[config.mk]
export PLATFORM = sky130hd
export DESIGN_NAME = wdt_top
export DESIGN_NICKNAME = d
export VERILOG_FILES = /design/src/wdt_pkg.sv /design/src/wdt_presc.sv /design/src/wdt_top.sv
export VERILOG_INCLUDE_DIRS = /design/src
export SDC_FILE = /design/constraint.sdc
export NUM_CORES = 1
export LEC_CHECK = 0
export BUFFER_PORTS_ARGS = -buffer_cell sky130_fd_sc_hd__buf_2
export CAP_MARGIN = 10
export CORE_AREA = 5 5 122 124
export CTS_CLUSTER_SIZE = 25
export DETAILED_ROUTE_END_ITERATION = 6
export DIE_AREA = 0 0 127 129
export HOLD_SLACK_MARGIN = 0.03
export PLACE_DENSITY_LB_ADDON = 0.2
export SETUP_SLACK_MARGIN = 0.2
export SYNTH_ARGS = -nofsm -noshare
export SYNTH_HDL_FRONTEND = slang
export SYNTH_SLANG_ARGS = --single-unit
[constraint.sdc]
create_clock -name CLK_SYS -period 6.7 [get_ports CLK_SYS]
set_input_delay 0.67 -clock CLK_SYS [delete_from_list [all_inputs] [get_ports CLK_SYS]]
set_output_delay 0.67 -clock CLK_SYS [all_outputs]
set_load 0.01 [all_outputs]
[src/wdt_cfg.svh]
`ifndef WDT_CFG_SVH
`define WDT_CFG_SVH

// register byte addresses on the avalon bus
`define WDT_ADDR_LOAD     32'hFFFF0360
`define WDT_ADDR_COUNT    32'hFFFF0364
`define WDT_ADDR_CTRL     32'hFFFF0368
`define WDT_ADDR_SVC      32'hFFFF036C
`define WDT_ADDR_CAP      32'hFFFF0370

// reset values
`define WDT_LOAD_RST      16'h03D7
`define WDT_COUNT_RST     16'h03D7
`define WDT_CTRL_RST      16'h0000
`define WDT_CAP_RST       16'h0000
`define WDT_RDATA_RST     32'h00000000

// writable control bits; bits 15:9 read as zero
`define WDT_CTRL_MASK     16'h01FF

// counter end points
`define WDT_CNT_MAX       16'hFFFF
`define WDT_CNT_ZERO      16'h0000
`define WDT_CNT_STEP      16'h0001
`define WDT_HI_ZERO       16'h0000

// control field positions
`define WDT_B_PDOFF       0
`define WDT_B_IRQSEL      1
`define WDT_B_PSC_LO      2
`define WDT_B_PSC_HI      3
`define WDT_B_SECURE      4
`define WDT_B_WDOG        5
`define WDT_B_PERIODIC    6
`define WDT_B_EN          7
`define WDT_B_UP          8

// prescaler select codes and divider masks
`define WDT_PSC_DIV1      2'h0
`define WDT_PSC_DIV16     2'h1
`define WDT_PSC_DIV256    2'h2
`define WDT_PSC_M16       4'hF
`define WDT_PSC_M256      8'hFF
`define WDT_PSC_STEP      8'h01
`define WDT_PSC_RST       8'h00

// timebase figures: 65536 ticks at 32768/256 Hz give 512 s
`define WDT_OSC_HZ        32768
`define WDT_MAX_TIMEOUT_S 512

`endif

[src/wdt_pkg.sv]
package wdt_pkg;
  // bus word and register word
  typedef logic [31:0] wdt_data_t;
  typedef logic [15:0] wdt_word_t;
  typedef logic [3:0]  wdt_be_t;
  typedef logic [1:0]  wdt_psc_t;

  // bus handshake states, one-hot
  typedef enum logic [1:0] {
    WDT_BUS_IDLE = 2'b01,
    WDT_BUS_DONE = 2'b10
  } wdt_bus_e;
endpackage

[src/wdt_presc.sv]
`include "wdt_cfg.svh"

module wdt_presc (
  // clock and reset
  input  logic              clk,
  input  logic              rst_n,
  // oscillator level and divider select
  input  logic              osc,
  input  wdt_pkg::wdt_psc_t sel,
  // one-cycle divided tick
  output logic              tick
);
  import wdt_pkg::*;

  logic       osc_q;  // previous oscillator level
  logic [7:0] div_q;  // free running edge count
  logic       rise;   // oscillator rising edge
  logic       hit;    // divider terminal reached

  assign rise = osc & ~osc_q;

  // divider select; reserved code falls back to divide by one
  always_comb begin
    if (sel == `WDT_PSC_DIV16) begin
      hit = (div_q[3:0] == `WDT_PSC_M16);
    end else if (sel == `WDT_PSC_DIV256) begin
      hit = (div_q == `WDT_PSC_M256); // RL8
    end else begin
      hit = 1'b1;
    end
  end

  // edge detector and edge counter
  always_ff @(posedge clk or negedge rst_n) begin
    if (!rst_n) begin
      osc_q <= 1'b0;
      div_q <= `WDT_PSC_RST;
    end else begin
      osc_q <= osc;
      if (rise) begin
        div_q <= div_q + `WDT_PSC_STEP; // RL3
      end
    end
  end

  // registered tick, one per selected number of oscillator edges
  always_ff @(posedge clk or negedge rst_n) begin
    if (!rst_n) begin
      tick <= 1'b0;
    end else begin
      tick <= rise & hit; // RL3
    end
  end
endmodule

[src/wdt_top.sv]
`include "wdt_cfg.svh"

// Overview of operation
// RL1: offers normal timer mode and watchdog mode
// RL2: reload on overflow and on service write
// RL3: oscillator prescaled by one, sixteen or 256
// RL4: normal mode is a 16-bit timer
// RL5: capture count when interrupt enable bit set
// RL6: control bit five enters watchdog mode
// RL7: watchdog counts down from load to zero
// RL8: longest timeout is 512 seconds
// RL9: software keeps timeout at least 30 ms
// RL10: expiry gives reset or interrupt per bit1
// RL11: software services before the count expires
// RL12: watchdog locks load and control until power-on
// RL13: other resets leave watchdog counting
// RL14: counting pauses while debug halts the core
// RL15: runs in power-down unless bit0 set
// RL16: service write clears the timer interrupt
// RL17: count register reads current counter
// RL18: software sets watchdog up right after reset
// RL19: bit1 set gives interrupt instead of reset
// RL20: control bit eight selects count up
// RL21: control bit six selects periodic mode
// RL22: normal mode counts only when enabled
module wdt_top (
  // system clock and power-on reset
  input  logic               CLK_SYS,
  input  logic               RST_N,
  // avalon-mm slave
  input  wdt_pkg::wdt_data_t AVS_ADDRESS,
  input  logic               AVS_READ,
  input  logic               AVS_WRITE,
  input  wdt_pkg::wdt_data_t AVS_WRITEDATA,
  input  wdt_pkg::wdt_be_t   AVS_BYTEENABLE,
  output wdt_pkg::wdt_data_t AVS_READDATA,
  output logic               AVS_WAITREQUEST,
  // timebase and system status
  input  logic               OSC_32K,
  input  logic               DBG_HALT,
  input  logic               POWER_DOWN,
  input  logic               SYS_RESET,
  input  logic               INT_EN_CAPTURE,
  input  logic               CAPTURE_EVENT,
  // events
  output logic               CHIP_RESET,
  output logic               TMR_IRQ
);
  import wdt_pkg::*;

  wdt_bus_e  bus_q;     // bus handshake state
  wdt_data_t rdata_q;   // registered read data
  wdt_word_t load_q;    // timeout_load
  wdt_word_t count_q;   // current_count
  wdt_word_t ctrl_q;    // wdog_control
  wdt_word_t cap_q;     // captured count
  wdt_word_t count_d;   // next counter value
  wdt_word_t rd_mux;    // read selection
  logic      irq_q;     // timer interrupt flag
  logic      rst_q;     // chip reset pulse
  logic      tick;      // prescaled tick
  logic      sel_load;  // address decode strobes
  logic      sel_count;
  logic      sel_ctrl;
  logic      sel_svc;
  logic      sel_cap;
  logic      wr_fire;   // write taken this edge
  logic      svc_wr;    // service_clear written
  logic      load_wr;   // load accepted
  logic      ctrl_wr;   // control accepted
  logic      wdog;      // watchdog mode, also the write lock
  logic      soft_clr;  // non power-on reset outside watchdog mode
  logic      run;       // counter steps this cycle
  logic      down;      // count direction
  logic      term;      // counter at its end point
  logic      expire;    // end point reached on a step

  // merge written byte lanes into a 16-bit register
  function automatic wdt_word_t wmerge(input wdt_word_t old, input wdt_data_t d, input wdt_be_t be);
    wdt_word_t r;
    r = old;
    if (be[0]) begin
      r[7:0] = d[7:0];
    end
    if (be[1]) begin
      r[15:8] = d[15:8];
    end
    return r;
  endfunction

  // prescaler from the slow oscillator
  wdt_presc u_presc (
    .clk   (CLK_SYS),
    .rst_n (RST_N),
    .osc   (OSC_32K),
    .sel   (ctrl_q[`WDT_B_PSC_HI:`WDT_B_PSC_LO]),
    .tick  (tick)
  );

  // address decode, full 32-bit compare
  always_comb begin
    sel_load  = 1'b0;
    sel_count = 1'b0;
    sel_ctrl  = 1'b0;
    sel_svc   = 1'b0;
    sel_cap   = 1'b0;
    if (AVS_ADDRESS == `WDT_ADDR_LOAD) begin
      sel_load = 1'b1;
    end else if (AVS_ADDRESS == `WDT_ADDR_COUNT) begin
      sel_count = 1'b1;
    end else if (AVS_ADDRESS == `WDT_ADDR_CTRL) begin
      sel_ctrl = 1'b1;
    end else if (AVS_ADDRESS == `WDT_ADDR_SVC) begin
      sel_svc = 1'b1;
    end else if (AVS_ADDRESS == `WDT_ADDR_CAP) begin
      sel_cap = 1'b1;
    end
  end

  // read mux; write-only and unmapped words read as zero
  always_comb begin
    if (sel_load) begin
      rd_mux = load_q;
    end else if (sel_count) begin
      rd_mux = count_q; // RL17
    end else if (sel_ctrl) begin
      rd_mux = ctrl_q;
    end else if (sel_cap) begin
      rd_mux = cap_q;
    end else begin
      rd_mux = `WDT_CNT_ZERO;
    end
  end

  // every access waits exactly one cycle, keeping decode off the answer path
  assign AVS_WAITREQUEST = (AVS_READ | AVS_WRITE) & (bus_q != WDT_BUS_DONE);
  assign wr_fire         = AVS_WRITE & (bus_q == WDT_BUS_DONE);
  assign svc_wr          = wr_fire & sel_svc; // RL2
  assign load_wr         = wr_fire & sel_load & ~wdog; // RL12
  assign ctrl_wr         = wr_fire & sel_ctrl & ~wdog; // RL12
  assign AVS_READDATA    = rdata_q;
  assign CHIP_RESET      = rst_q;
  assign TMR_IRQ         = irq_q;

  // bus handshake state machine
  always_ff @(posedge CLK_SYS or negedge RST_N) begin
    if (!RST_N) begin
      bus_q <= WDT_BUS_IDLE;
    end else begin
      case (bus_q)
        WDT_BUS_IDLE: begin
          if (AVS_READ | AVS_WRITE) begin
            bus_q <= WDT_BUS_DONE;
          end
        end
        WDT_BUS_DONE: begin
          bus_q <= WDT_BUS_IDLE;
        end
        default: begin
          bus_q <= WDT_BUS_IDLE;
        end
      endcase
    end
  end

  // read data captured on the first edge, held through the answer edge
  always_ff @(posedge CLK_SYS or negedge RST_N) begin
    if (!RST_N) begin
      rdata_q <= `WDT_RDATA_RST;
    end else if (AVS_READ && (bus_q == WDT_BUS_IDLE)) begin
      rdata_q <= {`WDT_HI_ZERO, rd_mux};
    end
  end

  // mode and lock: watchdog bit is the lock, only power-on clears it
  assign wdog     = ctrl_q[`WDT_B_WDOG]; // RL1 RL6
  assign soft_clr = SYS_RESET & ~wdog; // RL13

  // counting conditions
  assign run    = tick & ~DBG_HALT // RL14
                & ~(POWER_DOWN & ctrl_q[`WDT_B_PDOFF]) // RL15
                & (wdog | ctrl_q[`WDT_B_EN]); // RL22
  assign down   = wdog | ~ctrl_q[`WDT_B_UP]; // RL7 RL20
  assign term   = down ? (count_q == `WDT_CNT_ZERO) : (count_q == `WDT_CNT_MAX);
  assign expire = run & term;

  // control register
  always_ff @(posedge CLK_SYS or negedge RST_N) begin
    if (!RST_N) begin
      ctrl_q <= `WDT_CTRL_RST;
    end else if (soft_clr) begin
      ctrl_q <= `WDT_CTRL_RST;
    end else if (ctrl_wr) begin
      ctrl_q <= wmerge(ctrl_q, AVS_WRITEDATA, AVS_BYTEENABLE) & `WDT_CTRL_MASK; // RL6
    end
  end

  // load register; writing it does not touch the running count
  always_ff @(posedge CLK_SYS or negedge RST_N) begin
    if (!RST_N) begin
      load_q <= `WDT_LOAD_RST;
    end else if (soft_clr) begin
      load_q <= `WDT_LOAD_RST;
    end else if (load_wr) begin
      load_q <= wmerge(load_q, AVS_WRITEDATA, AVS_BYTEENABLE); // RL4
    end
  end

  // next count; service write beats a same-cycle step
  always_comb begin
    count_d = count_q;
    if (soft_clr) begin
      count_d = `WDT_COUNT_RST;
    end else if (svc_wr) begin
      count_d = load_q; // RL2
    end else if (run) begin
      if (term) begin
        if (wdog || ctrl_q[`WDT_B_PERIODIC]) begin
          count_d = load_q; // RL2 RL21
        end else if (down) begin
          count_d = `WDT_CNT_MAX;
        end else begin
          count_d = `WDT_CNT_ZERO;
        end
      end else if (down) begin
        count_d = count_q - `WDT_CNT_STEP; // RL7
      end else begin
        count_d = count_q + `WDT_CNT_STEP; // RL4 RL20
      end
    end
  end

  // counter register
  always_ff @(posedge CLK_SYS or negedge RST_N) begin
    if (!RST_N) begin
      count_q <= `WDT_COUNT_RST;
    end else begin
      count_q <= count_d;
    end
  end

  // interrupt flag: a new event wins over a clear in the same cycle
  always_ff @(posedge CLK_SYS or negedge RST_N) begin
    if (!RST_N) begin
      irq_q <= 1'b0;
    end else if (expire && (!wdog || ctrl_q[`WDT_B_IRQSEL])) begin
      irq_q <= 1'b1; // RL19
    end else if (svc_wr || soft_clr) begin
      irq_q <= 1'b0; // RL16
    end
  end

  // chip reset request, one cycle per expiry
  always_ff @(posedge CLK_SYS or negedge RST_N) begin
    if (!RST_N) begin
      rst_q <= 1'b0;
    end else begin
      rst_q <= expire & wdog & ~ctrl_q[`WDT_B_IRQSEL]; // RL10
    end
  end

  // capture of the running count in normal mode
  always_ff @(posedge CLK_SYS or negedge RST_N) begin
    if (!RST_N) begin
      cap_q <= `WDT_CAP_RST;
    end else if (CAPTURE_EVENT && INT_EN_CAPTURE && !wdog) begin
      cap_q <= count_q; // RL5
    end
  end
endmodule

* Word level (Yosys, flattened, before mapping) *
Index checks and enable logic that the tools add are counted.

word-level totals
  register bits after elaboration = 94
  bits of input ports = 78
  output and inout port bits = 35

cells by class
  $add $sub $neg = 3
  eq/ne operators = 14
  multiplexer cells = 40
  bitwise gates (word level) = 26
  reduce and logical (&&, ||, !) cells = 19

operators with widths
  kind                                                 number
  2-to-1 mux 16 bit                                    15
  equality test 32 bit, second input constant          5
  2-to-1 mux 1 bit                                     21
  AND 1 bit                                            17
  adder 16 x 1 -> 16 bit, second input constant        1
  equality test 16 bit, second input constant          1
  zero test 16 bit                                     1
  2-to-1 mux 8 bit                                     2
  subtractor 16 x 1 -> 16 bit, second input constant   1
  nonzero test 2 bit                                   5
  adder 8 x 1 -> 8 bit, second input constant          1
  equality test 8 bit, second input constant           1
  AND reduction 2 bit                                  4
  inverter 1 bit                                       6
  equality test 2 x 1 -> 1 bit, second input constant  2
  equality test 2 bit, second input constant           2
  equality test 4 bit, second input constant           1
  logical AND 1 bit                                    4
  2-to-1 mux 2 bit                                     2
  != test 2 bit, second input constant                 2
  logical OR 1 bit                                     3
  OR 1 bit                                             3
  nonzero test 3 bit                                   1
  zero test 1 bit                                      1

* Depth between registers and ports, before layout *
  depth after elaboration = 10
  gate-level depth with buffers = 11
  gate-level depth less buffers = 10

* By module *
A second synthesis with hierarchy kept.

unflattened totals
  cells, all modules = 581
  area, all modules = 5300.1 um^2

by module, submodules not included
  module     times used  cells an instance  area an instance (um^2)  seq. area each (um^2)
  wdt_top    1           544                4854.7                   1948.1
  wdt_presc  1           37                 445.4                    250.2

* Worst setup path after synthesis *
Ideal clock, no wire load.

  path type = register to register
  from = register ctrl_q[5]
  to = register count_q[12]
  data arrival time = 2867 ps
  data required time = 6564 ps
  setup slack = 3697 ps
  cell stages (with the launch flop) = 12
  clock period less this slack = 3003 ps
  path through = dfrtp_1 > buf_2 > nand2b_1 > clkinv_1 > fa_1 > nand3b_1 > a2111oi_0 > o211a_1 > nor3_1 > xnor2_1 > o21ai_1 > a21oi_1

between the ends
  longest elaborated chain between the ends = 7

ends and longest elaborated chain
  element                 RTL line        RTL
  start, declared         wdt_top.sv:55   wdt_word_t ctrl_q;
  start signal, assigned  wdt_top.sv:190  ctrl_q <= `WDT_CTRL_RST;
  start signal, assigned  wdt_top.sv:192  ctrl_q <= `WDT_CTRL_RST;
  start signal, assigned  wdt_top.sv:194  ctrl_q <= wmerge(ctrl_q, AVS_WRITEDATA, AVS_BYTEENABLE) & `WDT_CTRL_MASK;
  OR 1 bit                wdt_top.sv:183  assign down = wdog | ~ctrl_q[`WDT_B_UP];
  2-to-1 mux 16 bit       wdt_top.sv:220  end else if (down) begin
  2-to-1 mux 16 bit       wdt_top.sv:218  if (wdog || ctrl_q[`WDT_B_PERIODIC]) begin
  2-to-1 mux 16 bit       wdt_top.sv:217  if (term) begin
  2-to-1 mux 16 bit       wdt_top.sv:216  end else if (run) begin
  2-to-1 mux 16 bit       wdt_top.sv:214  end else if (svc_wr) begin
  2-to-1 mux 16 bit       wdt_top.sv:212  if (soft_clr) begin
  end signal, assigned    wdt_top.sv:236  count_q <= `WDT_COUNT_RST;
  end signal, assigned    wdt_top.sv:238  count_q <= count_d;
  end, declared           wdt_top.sv:54   wdt_word_t count_q;

Parallel ways exist; a longest one is shown, timed or not. The select of a mux whose other input is x is not followed.
A chain may end at the register's enable or synchronous reset.

* Final worst setup path *
Same ends and word-level chain as after synthesis.

==> run metrics <==
total CTS buffers=9; worst hold path class=in -> async; die width=127 µm; Async S/R FF share, synth=1.00; WP data required=6.97 ns; buffers and inverters on the worst path=1; IO Port Bufs=78; DRT iter0 DRCs=479; Sequential Area=2200 µm²; Pleak=2.66 nW; mapped cell area=5320 µm²; Final Instance Area=6110 µm²; setup bufs post-CTS=0; maximum root-to-sink buffer count=2; crit path kind=reg -> reg; Pre-Repair DR Iteration Count=5; final setup fails=0; CTS tree=yes; Synth top cells by count=nand2_1, dfrtp_1, o21ai_1, nor2_1, a21oi_1; Power Density=369 nW/µm²; DIE AREA=16,400 µm²; initial antenna violation count=0; max-slew violation count=0; diode count=0; routed wl met3=613 µm; Worst Skew=0.00727 ns; clock latency on the worst-skew pair=0.34 ns; Fmax=0.243 GHz; ys flop type=dfrtp_1; WP data arrival=4.38 ns; Cell Count Post-Placement=812; Final min period=4.11 ns; clk root buf=clkbuf_16; library cells used by synthesis=69; IO Pins=113; Crit path max-delay family=compound AO/OA/AOI/OAI gates; Slew Limit Headroom=0.351; aggregate routed wire length=14.6 mm; layout net count=740; vias per cell=5.59; Worst setup EP type=flip-flop; leading area contributor after synthesis=dfrtp_1; synth warn=0; Core Footprint=13,700 µm²; share of cells above drive strength 1=0.224; post-synth top area share=0.329; Startpoint Class=flip-flop; DP Area=5770 µm²; WL per Instance=17.7 µm; most common cell in the synthesized netlist=nand2_1; status=completed; pin count of the biggest net entering global routing=60; unrepaired setup endpoints after global routing=no; Min Hold Slack=0.233 ns; Final Hold Viols=0; max-cap violations=0; max incr delay on CP=0.75 ns; Mapped Cells=580; final cell count without fillers=828; filler cell count=1,371; CTS H-tree depth=3; final worst path period share=0.613; clk sinks=87; Hold Buf Count CTS=0; Post-Route Utilization=0.447; Layout area overhead=14.8%; Clock transition at path regs=0.06 ns; post-synthesis sequential area ratio=0.413; Total GRT Usage=0.181; Final Wtd Congestion=0.827; antenna violation net count after detailed routing=0; vias=4,632; worst ir drop on vdd=158 µV; EDFF count, synth=0; flops & latches, synth=87; setup tns final=0 ns; grt total ovfl=0; CP cell instances=nand2b_1 -> clkinv_1 -> fa_1 -> nand3b_1 -> a2111oi_0 -> o211a_1 -> nor3_1 -> xnor2_1 -> o21ai_1 -> a21oi_1; Post-CTS Resized=0; row cnt=43; Area contributors post-synth=dfrtp_1, dfstp_2, nand2_1, ha_1, o21ai_1; Worst Tran Pin Value=0.967 ns; Initial Util=0.389; highest metal used=met4; Crit-path slowest cell=nand2b_1; Synth Area per Inst=9.17 µm²; first-pass GRT wire length=23.6 mm; Multi-input gate area=2890 µm²; Residual DRC=0; number of global-route vias before repair=4,447; met1 wire length=6.62 mm; Die H=129 µm; dpl hpwl=10.8 mm; met2 wire len=7.24 mm; CP max FO=19
-- state kept, by name (all words and copies together), names as in the netlist --
signal and flops:
cap_q 16, u_presc.div_q 8, load_q 16, u_presc.tick 1, count_q 16, AVS_READDATA 16
ctrl_q 9, CHIP_RESET 1, TMR_IRQ 1, bus_q 2, u_presc.osc_q 1
-- worst paths after layout --
check | from | to | slack [ns] | depth (start not counted)
hold reg to reg | u_presc.div_q[6]$_DFFE_PN0P_ | u_presc.div_q[6]$_DFFE_PN0P_ | 0.47 | 1
setup / recovery | ctrl_q[5]$_DFFE_PN0P_ | count_q[12]$_DFFE_PN0P_ | 2.59 | 10
setup reg to reg | ctrl_q[5]$_DFFE_PN0P_ | count_q[12]$_DFFE_PN0P_ | 2.59 | 10
hold / removal | RST_N | u_presc.div_q[7]$_DFFE_PN0P_ | 0.23 | 1
min in group CLK_SYS | OSC_32K | u_presc.osc_q$_DFF_PN0_ | 0.45 | 1
max in group asynchronous | RST_N | cap_q[10]$_DFFE_PN0P_ | 5.37 | 2
-- report_power, final --
group	switching (W)	internal [W]
Combinational	0.000417	0.000324
Sequential	0.000215	0.000726
Clock	0.000207	0.000365
-- routing by layer --
layer,vias up,track usage
met1,2272,0.243
met3,15,0.0332
li1,2225,-
met4,0,0.0423
met2,120,0.304
met5,-,0
-- cells in the final DEF, fill, tap and decap left out, types with 3 or more instances in the layout --
master,count
nand2b_1,8
a31oi_1,3
dfstp_2,17
nand2_1,82
a22o_1,4
nand4_1,11
xnor2_1,11
and4_1,3
o21ai_1,44
nand3_1,10
or3_1,7
and3_1,4
o21ai_0,22
buf_4,5
buf_2,77
a221oi_1,5
bufinv_16,3
o211ai_1,6
ha_1,18
nor2_1,34
a211oi_1,16
nand3b_1,3
inv_1,9
conb_1,16
mux2_2,17
nor2b_1,5
nor4_1,7
o2bb2ai_1,10
nor3_1,17
dfrtp_1,70
a222oi_1,7
xor2_1,7
a21o_1,3
a21oi_1,33
clkbuf_16,9
o31ai_1,3
-- layout make-up --
| class | count | share of cell area |
|---|---|---|
| multi-input combinational | 453 | 0.472 |
| clock inverter | 5 | 0.0174 |
| timing repair buffer | 82 | 0.0692 |
| clock buffer | 11 | 0.0381 |
| inverter | 10 | 0.00615 |
| tap | 180 | 0.0369 |
| sequential | 87 | 0.360 |
-- stage by stage --
stage,total power [W],setup WS [ns]
after floorplan,0.00144,3.70
after CTS,0.00226,2.66
final,0.00225,2.59
after global routing,0.00241,2.36
after detailed placement,0.00168,2.70
after global placement,0.00164,2.84
-- kinds of logic after synthesis --
kind of cell	after synthesis	synth area share
adder cells (fa/ha/maj)	19	0.0461
AND/OR/NAND/NOR	205	0.196
buffers and inverters	55	0.0548
other	1	0.000705
XOR/XNOR	18	0.0296
multiplexers	21	0.0445
flip-flops	87	0.413
AO/OA/AOI/OAI	174	0.215
No activity file was read; power rests on OpenSTA's default activity.
